## config.mk

```make
export PLATFORM = sky130hd
export DESIGN_NAME = kpm_menu
export DESIGN_NICKNAME = d
export VERILOG_FILES = /design/src/hw/kpm_pkg.sv /design/src/hw/kpm_hold_timer.sv /design/src/hw/kpm_menu.sv
export VERILOG_INCLUDE_DIRS = /design/src /design/src/hw
export SDC_FILE = /design/constraint.sdc
export NUM_CORES = 1
export LEC_CHECK = 0
export BUFFER_PORTS_ARGS = -buffer_cell sky130_fd_sc_hd__buf_4
export CAP_MARGIN = 5
export CORE_UTILIZATION = 35
export CTS_CLUSTER_DIAMETER = 40
export CTS_CLUSTER_SIZE = 25
export DETAILED_ROUTE_END_ITERATION = 10
export PLACE_DENSITY = 0.57
export SYNTH_ARGS = -nofsm -noshare
export SYNTH_HDL_FRONTEND = slang
export SYNTH_HIERARCHICAL = 1
export SYNTH_SLANG_ARGS = --single-unit
```

## constraint.sdc

```tcl
create_clock -name aclk -period 2 [get_ports aclk]
set_input_delay 0.2 -clock aclk [delete_from_list [all_inputs] [get_ports aclk]]
set_output_delay 0.2 -clock aclk [all_outputs]
set_load 0.05 [all_outputs]
```

## src/hw/kpm_defines.svh

```systemverilog
// offsets, field positions, reset values and timing for the keypad menu
// Contract
// Enter menu only after mode and fan keys held together 5 s.
// Each parameter is a pair: function class code, then setting code.
// Class starts at 0 on entry; up/down change only the setting code.
// Confirm stores the setting and advances to the next defined class.
// Confirm while class is 6 leaves the menu, back to normal operation.
// Class 0: setting 0 cool-and-heat (default), 1 cool-only.
// Class 3: off, 1250, 2500, 5000, 10000 hours; 2500 is default.
// Operator uses the menu only when a default must change.
// Classes 1,2,5: 0 enable (default), 1 disable; 6 unit; 4 skipped.
// With cool-only configured, the mode key cycle omits heating.
`ifndef KPM_DEFINES_SVH
`define KPM_DEFINES_SVH

// register byte offsets
`define KPM_CTRL_OFFSET 8'h00
`define KPM_STATUS_OFFSET 8'h04
`define KPM_CONFIG_OFFSET 8'h08

// ctrl fields
`define KPM_CTRL_LOCK_BIT 0
`define KPM_CTRL_ABORT_BIT 1

// status fields
`define KPM_ST_ACTIVE_BIT 0
`define KPM_ST_CLASS_LSB 4
`define KPM_ST_SETTING_LSB 8
`define KPM_ST_MODE_LSB 12

// config fields
`define KPM_CFG_COOL_ONLY_BIT 0
`define KPM_CFG_ADDR_DIS_BIT 1
`define KPM_CFG_RESTART_DIS_BIT 2
`define KPM_CFG_FILTER_LSB 4
`define KPM_CFG_REMOTE_DIS_BIT 8
`define KPM_CFG_FAHRENHEIT_BIT 9

// class codes and setting limits
`define KPM_CLASS_COOL 4'h0
`define KPM_CLASS_ADDR 4'h1
`define KPM_CLASS_RESTART 4'h2
`define KPM_CLASS_FILTER 4'h3
`define KPM_CLASS_REMOTE 4'h5
`define KPM_CLASS_UNIT 4'h6
`define KPM_CLASS_FIRST 4'h0
`define KPM_FILTER_MAX 4'h4
`define KPM_BINARY_MAX 4'h1

// reset values
`define KPM_FILTER_DEFAULT 3'h2
`define KPM_BIT_DEFAULT 1'b0

// timing
`define KPM_CLK_MHZ 100
`define KPM_HOLD_TIME_MS 5000
`define KPM_HOLD_CYCLES (`KPM_HOLD_TIME_MS * 1000 * `KPM_CLK_MHZ)

// axi responses
`define KPM_RESP_OKAY 2'h0
`define KPM_RESP_SLVERR 2'h2

`endif

```

## src/hw/kpm_pkg.sv

```systemverilog
// types shared by the keypad menu
package kpm_pkg;
    typedef enum logic [0:0] {
        KPM_IDLE = 1'b0,
        KPM_MENU = 1'b1
    } kpm_state_t;

    typedef enum logic [2:0] {
        KPM_AUTO = 3'b000,
        KPM_COOL = 3'b001,
        KPM_DRY = 3'b010,
        KPM_HEAT = 3'b011,
        KPM_FAN = 3'b100
    } kpm_opmode_t;

    typedef enum logic [1:0] {
        KPM_REG_CTRL = 2'b00,
        KPM_REG_STATUS = 2'b01,
        KPM_REG_CONFIG = 2'b10,
        KPM_REG_NONE = 2'b11
    } kpm_reg_t;
endpackage

```

## src/hw/kpm_hold_timer.sv

```systemverilog
// two-key hold timer: one pulse after a continuous hold of HOLD_CYCLES
`timescale 1ns/1ps
module kpm_hold_timer #(
    parameter int unsigned HOLD_CYCLES = 32'd500000000
) (
    // clock and reset
    input wire logic aclk,
    input wire logic aresetn,
    // keys held together
    input wire logic hold_in,
    // one-cycle pulse when the hold time is reached
    output logic fire
);
    logic [31:0] cnt_reg;

    // count saturates so a long hold fires only once
    always_ff @(posedge aclk) begin
        if (!aresetn) begin
            cnt_reg <= 32'h0;
        end else if (!hold_in) begin
            cnt_reg <= 32'h0;
        end else if (cnt_reg != HOLD_CYCLES) begin
            cnt_reg <= cnt_reg + 32'h1;
        end
    end

    always_ff @(posedge aclk) begin
        if (!aresetn) begin
            fire <= 1'b0;
        end else begin
            fire <= hold_in && (cnt_reg == HOLD_CYCLES - 32'h1);
        end
    end
endmodule

```

## src/hw/kpm_menu.sv

```systemverilog
// keypad parameter menu with axi4-lite status and control registers
//
// The register offsets and the AXI4-Lite register port were left to the implementer.
`timescale 1ns/1ps
`include "kpm_defines.svh"
module kpm_menu import kpm_pkg::*; #(
    parameter int unsigned HOLD_CYCLES = `KPM_HOLD_CYCLES
) (
    // clock and reset
    input wire logic aclk,
    input wire logic aresetn,
    // front-panel keys, high while pressed
    input wire logic key_mode,
    input wire logic key_fan,
    input wire logic key_up,
    input wire logic key_down,
    input wire logic key_ok,
    // menu display
    output logic menu_active,
    output logic [3:0] class_code,
    output logic [3:0] setting_code,
    // stored settings and operating mode
    output logic cool_only,
    output logic addr_set_dis,
    output logic restart_dis,
    output logic [2:0] filter_sel,
    output logic remote_dis,
    output logic fahrenheit,
    output logic [2:0] op_mode,
    // axi4-lite write address
    input wire logic [7:0] s_axi_awaddr,
    input wire logic s_axi_awvalid,
    output logic s_axi_awready,
    // axi4-lite write data
    input wire logic [31:0] s_axi_wdata,
    input wire logic [3:0] s_axi_wstrb,
    input wire logic s_axi_wvalid,
    output logic s_axi_wready,
    // axi4-lite write response
    output logic [1:0] s_axi_bresp,
    output logic s_axi_bvalid,
    input wire logic s_axi_bready,
    // axi4-lite read address
    input wire logic [7:0] s_axi_araddr,
    input wire logic s_axi_arvalid,
    output logic s_axi_arready,
    // axi4-lite read data
    output logic [31:0] s_axi_rdata,
    output logic [1:0] s_axi_rresp,
    output logic s_axi_rvalid,
    input wire logic s_axi_rready
);
    kpm_state_t state_reg;
    logic [4:0] keys_prev_reg;
    logic [4:0] keys_now;
    logic [4:0] press;
    logic hold_fire;
    logic lock_reg;
    logic abort_reg;
    logic aw_got_reg;
    logic w_got_reg;
    logic [7:0] awaddr_reg;
    logic [31:0] wdata_reg;
    logic [3:0] wstrb_reg;

    localparam int K_MODE = 0;
    localparam int K_FAN = 1;
    localparam int K_UP = 2;
    localparam int K_DOWN = 3;
    localparam int K_OK = 4;

    // highest legal setting code of a class
    function automatic logic [3:0] max_setting(input logic [3:0] cls);
        if (cls == `KPM_CLASS_FILTER) begin
            max_setting = `KPM_FILTER_MAX;
        end else begin
            max_setting = `KPM_BINARY_MAX;
        end
    endfunction

    // next defined class; class 4 has no parameter
    function automatic logic [3:0] next_class(input logic [3:0] cls);
        if (cls == `KPM_CLASS_FILTER) begin
            next_class = `KPM_CLASS_REMOTE;
        end else begin
            next_class = cls + 4'h1;
        end
    endfunction

    // setting currently stored for a class, shown when the class comes up
    function automatic logic [3:0] stored_setting(input logic [3:0] cls,
            input logic [9:0] cfg);
        case (cls)
            `KPM_CLASS_COOL: stored_setting = {3'h0, cfg[0]};
            `KPM_CLASS_ADDR: stored_setting = {3'h0, cfg[1]};
            `KPM_CLASS_RESTART: stored_setting = {3'h0, cfg[2]};
            `KPM_CLASS_FILTER: stored_setting = {1'b0, cfg[6:4]};
            `KPM_CLASS_REMOTE: stored_setting = {3'h0, cfg[8]};
            `KPM_CLASS_UNIT: stored_setting = {3'h0, cfg[9]};
            default: stored_setting = 4'h0;
        endcase
    endfunction

    // register decode shared by read and write paths
    function automatic kpm_reg_t reg_decode(input logic [7:0] addr);
        case (addr)
            `KPM_CTRL_OFFSET: reg_decode = KPM_REG_CTRL;
            `KPM_STATUS_OFFSET: reg_decode = KPM_REG_STATUS;
            `KPM_CONFIG_OFFSET: reg_decode = KPM_REG_CONFIG;
            default: reg_decode = KPM_REG_NONE;
        endcase
    endfunction

    // mode key cycle: auto, cool, dry, heat, fan
    function automatic logic [2:0] next_mode(input logic [2:0] m,
            input logic cool_only_in);
        case (m)
            KPM_AUTO: next_mode = KPM_COOL;
            KPM_COOL: next_mode = KPM_DRY;
            KPM_DRY: next_mode = cool_only_in ? KPM_FAN : KPM_HEAT;
            KPM_HEAT: next_mode = KPM_FAN;
            default: next_mode = KPM_AUTO;
        endcase
    endfunction

    logic [9:0] cfg_vec;
    assign cfg_vec = {fahrenheit, remote_dis, 1'b0, filter_sel, 1'b0,
        restart_dis, addr_set_dis, cool_only};

    // keys are synchronous levels; a press is a rising edge
    assign keys_now = {key_ok, key_down, key_up, key_fan, key_mode};
    assign press = keys_now & ~keys_prev_reg;

    always_ff @(posedge aclk) begin
        if (!aresetn) begin
            keys_prev_reg <= 5'h0;
        end else begin
            keys_prev_reg <= keys_now;
        end
    end

    kpm_hold_timer #(
        .HOLD_CYCLES(HOLD_CYCLES)
    ) u_hold (
        .aclk(aclk),
        .aresetn(aresetn),
        .hold_in(key_mode && key_fan),
        .fire(hold_fire)
    );

    // menu state and the class/setting pair under edit
    always_ff @(posedge aclk) begin
        if (!aresetn) begin
            state_reg <= KPM_IDLE;
            class_code <= `KPM_CLASS_FIRST;
            setting_code <= 4'h0;
        end else begin
            case (state_reg)
                KPM_IDLE: begin
                    if (hold_fire && !lock_reg) begin
                        state_reg <= KPM_MENU;
                        class_code <= `KPM_CLASS_FIRST;
                        setting_code <= stored_setting(`KPM_CLASS_FIRST,
                            cfg_vec);
                    end
                end
                KPM_MENU: begin
                    if (abort_reg) begin
                        state_reg <= KPM_IDLE;
                    end else if (press[K_OK]) begin
                        if (class_code == `KPM_CLASS_UNIT) begin
                            state_reg <= KPM_IDLE;
                        end else begin
                            class_code <= next_class(class_code);
                            setting_code <= stored_setting(
                                next_class(class_code), cfg_vec);
                        end
                    end else if (press[K_UP] && !press[K_DOWN]) begin
                        if (setting_code != max_setting(class_code)) begin
                            setting_code <= setting_code + 4'h1;
                        end
                    end else if (press[K_DOWN] && !press[K_UP]) begin
                        if (setting_code != 4'h0) begin
                            setting_code <= setting_code - 4'h1;
                        end
                    end
                end
                default: state_reg <= KPM_IDLE;
            endcase
        end
    end

    always_ff @(posedge aclk) begin
        if (!aresetn) begin
            menu_active <= 1'b0;
        end else begin
            menu_active <= (state_reg == KPM_MENU);
        end
    end

    // confirm stores the shown setting into its class; defaults at reset
    always_ff @(posedge aclk) begin
        if (!aresetn) begin
            cool_only <= `KPM_BIT_DEFAULT;
            addr_set_dis <= `KPM_BIT_DEFAULT;
            restart_dis <= `KPM_BIT_DEFAULT;
            filter_sel <= `KPM_FILTER_DEFAULT;
            remote_dis <= `KPM_BIT_DEFAULT;
            fahrenheit <= `KPM_BIT_DEFAULT;
        end else if (state_reg == KPM_MENU && press[K_OK] && !abort_reg) begin
            case (class_code)
                `KPM_CLASS_COOL: cool_only <= setting_code[0];
                `KPM_CLASS_ADDR: addr_set_dis <= setting_code[0];
                `KPM_CLASS_RESTART: restart_dis <= setting_code[0];
                `KPM_CLASS_FILTER: filter_sel <= setting_code[2:0];
                `KPM_CLASS_REMOTE: remote_dis <= setting_code[0];
                `KPM_CLASS_UNIT: fahrenheit <= setting_code[0];
                default: fahrenheit <= fahrenheit;
            endcase
        end
    end

    // operating mode; keys belong to the menu while it is open
    always_ff @(posedge aclk) begin
        if (!aresetn) begin
            op_mode <= KPM_AUTO;
        end else if (cool_only && op_mode == KPM_HEAT) begin
            op_mode <= KPM_COOL;
        end else if (state_reg == KPM_IDLE && press[K_MODE]) begin
            op_mode <= next_mode(op_mode, cool_only);
        end
    end

    // axi write: address and data taken in either order, then one response
    always_ff @(posedge aclk) begin
        if (!aresetn) begin
            s_axi_awready <= 1'b0;
            s_axi_wready <= 1'b0;
            aw_got_reg <= 1'b0;
            w_got_reg <= 1'b0;
            awaddr_reg <= 8'h0;
            wdata_reg <= 32'h0;
            wstrb_reg <= 4'h0;
            s_axi_bvalid <= 1'b0;
            s_axi_bresp <= `KPM_RESP_OKAY;
        end else begin
            if (s_axi_awvalid && s_axi_awready) begin
                s_axi_awready <= 1'b0;
                aw_got_reg <= 1'b1;
                awaddr_reg <= s_axi_awaddr;
            end else if (!aw_got_reg && !s_axi_bvalid) begin
                s_axi_awready <= 1'b1;
            end
            if (s_axi_wvalid && s_axi_wready) begin
                s_axi_wready <= 1'b0;
                w_got_reg <= 1'b1;
                wdata_reg <= s_axi_wdata;
                wstrb_reg <= s_axi_wstrb;
            end else if (!w_got_reg && !s_axi_bvalid) begin
                s_axi_wready <= 1'b1;
            end
            if (aw_got_reg && w_got_reg && !s_axi_bvalid) begin
                aw_got_reg <= 1'b0;
                w_got_reg <= 1'b0;
                s_axi_bvalid <= 1'b1;
                s_axi_bresp <= (reg_decode(awaddr_reg) == KPM_REG_NONE) ?
                    `KPM_RESP_SLVERR : `KPM_RESP_OKAY;
            end else if (s_axi_bvalid && s_axi_bready) begin
                s_axi_bvalid <= 1'b0;
            end
        end
    end

    logic wr_fire;
    assign wr_fire = aw_got_reg && w_got_reg && !s_axi_bvalid &&
        reg_decode(awaddr_reg) == KPM_REG_CTRL && wstrb_reg[0];

    // lock keeps the menu shut; abort is a self-clearing exit request
    always_ff @(posedge aclk) begin
        if (!aresetn) begin
            lock_reg <= 1'b0;
            abort_reg <= 1'b0;
        end else begin
            abort_reg <= wr_fire && wdata_reg[`KPM_CTRL_ABORT_BIT];
            if (wr_fire) begin
                lock_reg <= wdata_reg[`KPM_CTRL_LOCK_BIT];
            end
        end
    end

    // axi read: one outstanding read, data one cycle after the address
    always_ff @(posedge aclk) begin
        if (!aresetn) begin
            s_axi_arready <= 1'b0;
            s_axi_rvalid <= 1'b0;
            s_axi_rdata <= 32'h0;
            s_axi_rresp <= `KPM_RESP_OKAY;
        end else if (s_axi_arvalid && s_axi_arready) begin
            s_axi_arready <= 1'b0;
            s_axi_rvalid <= 1'b1;
            s_axi_rresp <= `KPM_RESP_OKAY;
            s_axi_rdata <= 32'h0;
            case (reg_decode(s_axi_araddr))
                KPM_REG_CTRL: s_axi_rdata[`KPM_CTRL_LOCK_BIT] <= lock_reg;
                KPM_REG_STATUS: s_axi_rdata[15:0] <= {1'b0, op_mode,
                    setting_code, class_code, 3'h0,
                    state_reg == KPM_MENU};
                KPM_REG_CONFIG: s_axi_rdata[9:0] <= cfg_vec;
                default: s_axi_rresp <= `KPM_RESP_SLVERR;
            endcase
        end else if (s_axi_rvalid && s_axi_rready) begin
            s_axi_rvalid <= 1'b0;
        end else if (!s_axi_rvalid) begin
            s_axi_arready <= 1'b1;
        end
    end
endmodule

```

Yosys cells after proc, flatten, opt, wreduce, memory -nomap -nowiden:

Index checks and enable logic that the tools add are counted.
Widths: inputs -> output; s select.

* bits in registers: 99
* logic and storage cells: 174
* output and inout bits: 61
* bits of input ports: 64

* bitwise gates (word level): 6
* eq/ne operators: 31
* add/sub/neg operators: 4
* reduce and logical (&&, ||, !) cells: 55
* muxes and demuxes: 48

Operators by type and width (count)
* $mux 4: 20
* $add 32x1->32 const B: 1
* $eq 32x29->1 const B: 1
* $ne 32x29->1 const B: 1
* $logic_and 1x1->1: 21
* $pmux 3 s6: 1
* $pmux 9 s2: 1
* $eq 4x2->1 const B: 4
* $eq 4x3->1 const B: 4
* $eq 8x3->1 const B: 2
* $eq 8x4->1 const B: 2
* $logic_not 8->1: 2
* $pmux 4 s2: 2
* $reduce_and 2->1: 8
* $mux 2: 6
* $pmux 2 s3: 2
* $pmux 3 s4: 1
* $mux 1: 10
* $reduce_or 2->1: 5
* $add 4x1->4 const B: 2
* $eq 4x1->1 const B: 2
* $logic_not 4->1: 2
* $ne 4x1->1 const B: 2
* $logic_not 1->1: 7
* 24 further kinds: 35

Longest topological paths before layout:

* depth in word-level cells: 15
* gate-level depth with buffers: 11
* gate-level depth less buffers: 10

Modules after synthesis:

Netlist, hierarchy kept.

By module, submodules not included
* kpm_menu: times used 1, area each 3062.9 µm², cells each 387, seq. area each 1221.2 µm²
* kpm_hold_timer: times used 1, area each 1651.6 µm², cells each 193, seq. area each 660.6 µm²

Worst setup path after synthesis:

OpenSTA, ideal clock, no wires.

* path type: register to register
* start point: register class_code[0]
* end point: register setting_code[2]
* cell stages (with the launch flop): 8
* data arrival time: 2.113 ns
* library setup time: 0.117 ns
* data required time: 1.883 ns
* buffers on the path: 0
* setup slack: -0.230 ns
* period minus slack after synthesis: 2.230 ns
* cell sequence: dfxtp_1 > ha_1 > nor3b_4 > nor4_1 > o31ai_2 > and2b_1 > o21ai_2 > a32o_1

* longest elaborated chain between the ends: 13
* elaborated cells on any way between the ends: 30
* classes of those cells: add/sub (1); eq/ne (10); mux (17); reduce/logical (2)

RTL lines
* start, declared: RTL line kpm_menu.sv:20 `output logic [3:0] class_code,`
* start signal, assigned: RTL line kpm_menu.sv:155 `` class_code <= `KPM_CLASS_FIRST; ``
* start signal, assigned: RTL line kpm_menu.sv:162 `` class_code <= `KPM_CLASS_FIRST; ``
* start signal, assigned: RTL line kpm_menu.sv:174 `class_code <= next_class(class_code);`
* $add 4x1->4 or $eq 4x2->1 (tied branches)
* $mux 4: RTL line kpm_menu.sv:83 `` if (cls == `KPM_CLASS_FILTER) begin ``
* $mux 4: RTL line kpm_menu.sv:171 `` if (class_code == `KPM_CLASS_UNIT) begin ``
* $mux 4: RTL line kpm_menu.sv:170 `end else if (press[K_OK]) begin`
* $mux 4: RTL line kpm_menu.sv:168 `if (abort_reg) begin`
* $mux 4: RTL line kpm_menu.sv:158 `case (state_reg)`
* $mux 4: RTL line kpm_menu.sv:153 `if (!aresetn) begin`
* $eq 4x3->1, or another cell as far along: RTL line kpm_menu.sv:93 `case (cls)`
* $pmux 3 s6: RTL line kpm_menu.sv:93
* $mux 4: RTL line kpm_menu.sv:171
* $mux 4: RTL line kpm_menu.sv:170
* $mux 4: RTL line kpm_menu.sv:168
* $pmux 4 s2: RTL line kpm_menu.sv:158
* end signal, assigned: RTL line kpm_menu.sv:163 `` setting_code <= stored_setting(`KPM_CLASS_FIRST, ``
* end signal, assigned: RTL line kpm_menu.sv:175 `setting_code <= stored_setting(`
* end signal, assigned: RTL line kpm_menu.sv:180 `setting_code <= setting_code + 4'h1;`
* end, declared: RTL line kpm_menu.sv:21 `output logic [3:0] setting_code,`

Parallel ways exist; a longest one is shown, timed or not. The select of a mux whose other input is x is not followed.
A chain may end at the register's enable or synchronous reset.

Worst setup path after layout:

* start point: register u_hold.cnt_reg[12]
* end point: register u_hold.cnt_reg[24]

* longest elaborated chain between the ends: 1
* elaborated cells on any way between the ends: 2
* classes of those cells: add/sub (1); eq/ne (1)

RTL lines
* start, declared: RTL line kpm_hold_timer.sv:14 `logic [31:0] cnt_reg;`
* start signal, assigned: RTL line kpm_hold_timer.sv:23 `cnt_reg <= cnt_reg + 32'h1;`
* $add 32x1->32 or $ne 32x29->1 (tied branches): RTL line kpm_hold_timer.sv:23, kpm_hold_timer.sv:22

Parallel ways exist; a longest one is shown, timed or not.

==> impl_metrics.tcl <==
set metrics [dict create \
    post_drt_wl_per_cell_um 13.8 \
    num_antenna_cells 0 \
    crit_type "reg2reg" \
    netlist.area_leader.share_pct 39.9 \
    required_ns 2.22 \
    hp-start "key_up" \
    path_clk_slew_ns 0.06 \
    crit_start "u_hold/cnt_reg[12]" \
    ir_worst_vdd_v 0.000554 \
    dp_hpwl_mm 8.53 \
    r2r-start "u_hold/cnt_reg[12]" \
    grt_max_degree 34 \
    hold_viol 0 \
    power.internal_mw 3.04 \
    skew_ns 0.00676 \
    dr.pass1.iters 4 \
    ff2ff_path_depth 6 \
    cts_made_buffers 9 \
    min_delay_path_depth 2 \
    layout_min_cycle_time_ns 1.94 \
    rows 42 \
    fmax_mhz 516 \
    nets 746 \
    gr-usage-all-layers_pct 17.4 \
    io_buffer_count 71 \
    initial_core_util_pct 35.7 \
    hold_ws_ns 0.0630 \
    syn-instance-count 580 \
    yosys.area.top_type "dfxtp_1" \
    synth-edff-count 0 \
    hold_buffers 0 \
    antenna_found_initial 0 \
    die_w_um 118 \
    drv_cap 0 \
    p_seq_share_pct 48.2 \
    yosysWarnings 6 \
    setup_viol 0 \
    yosys_register_bits 94 \
    layout.cells.most_common "buf_4" \
    cts_tree "done" \
    vias 4398 \
    synthTopCellsByArea "dfxtp_1 (40%), a21oi_1 (6.7%), nand2_1 (5.4%)" \
    grt-ovfl-total 0 \
    fin_setup_tns_ns 0 \
    drc 0 \
    final_cell_mix "buf_4 (103), dfxtp_1 (91), nand2_1 (68), a21oi_1 (62), nand3_1 (44)" \
    ys_async_sr_fraction_pct 0 \
    relSlewSlack_pct 62.7 \
    routed_wirelength_mm 11.8 \
    num_io_pins 125 \
    clk_latency_ns 0.35 \
    dr.first_iter.drc_count 222 \
    status "completed" \
    crit_arrival_ns 2.16 \
    syn_avg_cell_area_sq_um 8.13 \
    numClockSinks 94 \
    fin_crit_sh_pct 96.9 \
    coreArea_sq_mm 0.0132 \
    cp-end-kind "flop" \
    power.leakage_nw 2.22 \
    slew_viol_final 0 \
    ys_seq_area_share_pct 39.9 \
    root_buffer "clkbuf_16" \
    rsz0062_at_grt "yes" \
    cp_max_fo 7 \
    critPathLaunchType "flop" \
    p_comb_share_pct 8.8 \
    ant_nets 0 \
    area_growth_pct 24.4 \
    via_per_inst 5.18 \
    grt_pass1_wl_mm 19.5 \
    grt_pass1_vias 4039 \
    place.gp.congestion 0.820 \
    largest_reg_flops 32 \
    hold_class "in2reg" \
    clock_path_buffers 2 \
    power_density_mw_per_mm2 685 \
    drive_gt1_share_pct 20.4 \
    synth_area_sq_mm 0.00471 \
    tightestPinTransition_ns 0.555 \
    h-tree-depth 3 \
    synth_ff_type "dfxtp_1" \
    die_area_sq_mm 0.0139 \
    dieHeight_um 118 \
    yosysUniqueCellTypes 57 \
    netSwitchingFraction_pct 24.3 \
    clockPowerShare_pct 43.0 \
    p_switching_uw 976 \
]
## power groups by stage
| stage | clock network, mW | logic [mW] | registers (mW) |
|---|---|---|---|
| after global routing | 1.86 | 0.384 | 1.94 |
| final | 1.73 | 0.354 | 1.94 |
| after floorplan | 0 | 0.240 | 2.01 |
| after global placement | 0 | 0.350 | 1.98 |
| after detailed placement | 0 | 0.355 | 1.98 |
| after CTS | 1.78 | 0.355 | 1.94 |
## logic make-up after synthesis
| group | after synthesis | synth area share (%) |
|---|---|---|
| AOI/OAI and AO/OA | 122 | 15.6 |
| xor gates and xnor gates | 17 | 3.16 |
| adders and majority gates | 13 | 3.61 |
| buffers and inverters | 61 | 6.74 |
| DFF | 94 | 39.9 |
| muxes | 4 | 0.849 |
| other | 1 | 0.0795 |
| and+or+nand+nor | 268 | 30.1 |
## worst max-delay path, cell delays in order (launching register included)
cell     delay [ns]
dfxtp_1        0.40
nand4_1        0.17
or4_4          0.61
buf_6          0.16
buf_4          0.13
o31ai_2        0.24
a21oi_1        0.09
## metrics by stage
stage	area, sq um	total power [mW]	setup slack (ns)	cells	util, %
floorplan	4790	2.25	0.0176	599	-
global placement	5490	2.33	0.0410	828	41.6
detailed placement	5490	2.33	0.00372	828	41.6
CTS	5820	4.07	0.00169	847	44.1
global route	5870	4.18	-0.0188	849	44.5
finish	5870	4.02	0.0611	849	44.5
## cell usage after synthesis, drive strengths merged (2+ instances only)
cell type and count:
nand4b 2, buf 29, inv 16, a22o 2, o21ai 18, o211ai 3, nor3 13, nor4 9
xor2 10, clkbuf 16, a21oi 63, nor3b 3, nand3b 2, nor2b 7, a22oi 6, and3 8
and4 8, nor4bb 2, a31oi 3, nor2 42, and2 12, or4 12, ha 12, nand2 68
xnor2 7, a32o 2, dfxtp 94, or3 7, nand2b 6, mux2i 4, nand4 18, and2b 2
o31ai 14, nand3 44, o22ai 2
## per-layer routing
metal / vias up / wire, um / track usage, % / part of all wire (%)
met5: - / 0 / 0 / 0
met4: 0 / 179 / 5.53 / 1.5
met3: 15 / 495 / 4.80 / 4.2
met2: 92 / 5720 / 28.6 / 49
met1: 2075 / 5360 / 21.8 / 46
li1: 2216 / - / - / -
## timing repair
item / in CTS / in global routing
setup endpoints to repair: 4 / 15
hold endpoints to repair: 0 / 0
buffers inserted: 4 / 2
resized for setup: 4 / 8
pin swaps: 2 / 6
## cell type report
class,count,area [sq um]
inverter,16,60.1
tap,176,220
multi-input combinational,444,2610
clock buffer,12,256
fill,1345,7320
sequential,94,1890
clock inverter,3,43.8
timing repair buffer,104,785
## path summary, 6_finish.rpt
kind	end	slack, ns
setup / recovery	u_hold/cnt_reg[24]	0.06
hold / removal	keys_prev_reg[2]	0.06
setup reg to reg	u_hold/cnt_reg[24]	0.06
hold reg to reg	s_axi_rdata[11]	0.45
No activity file was read; power rests on OpenSTA's default activity.
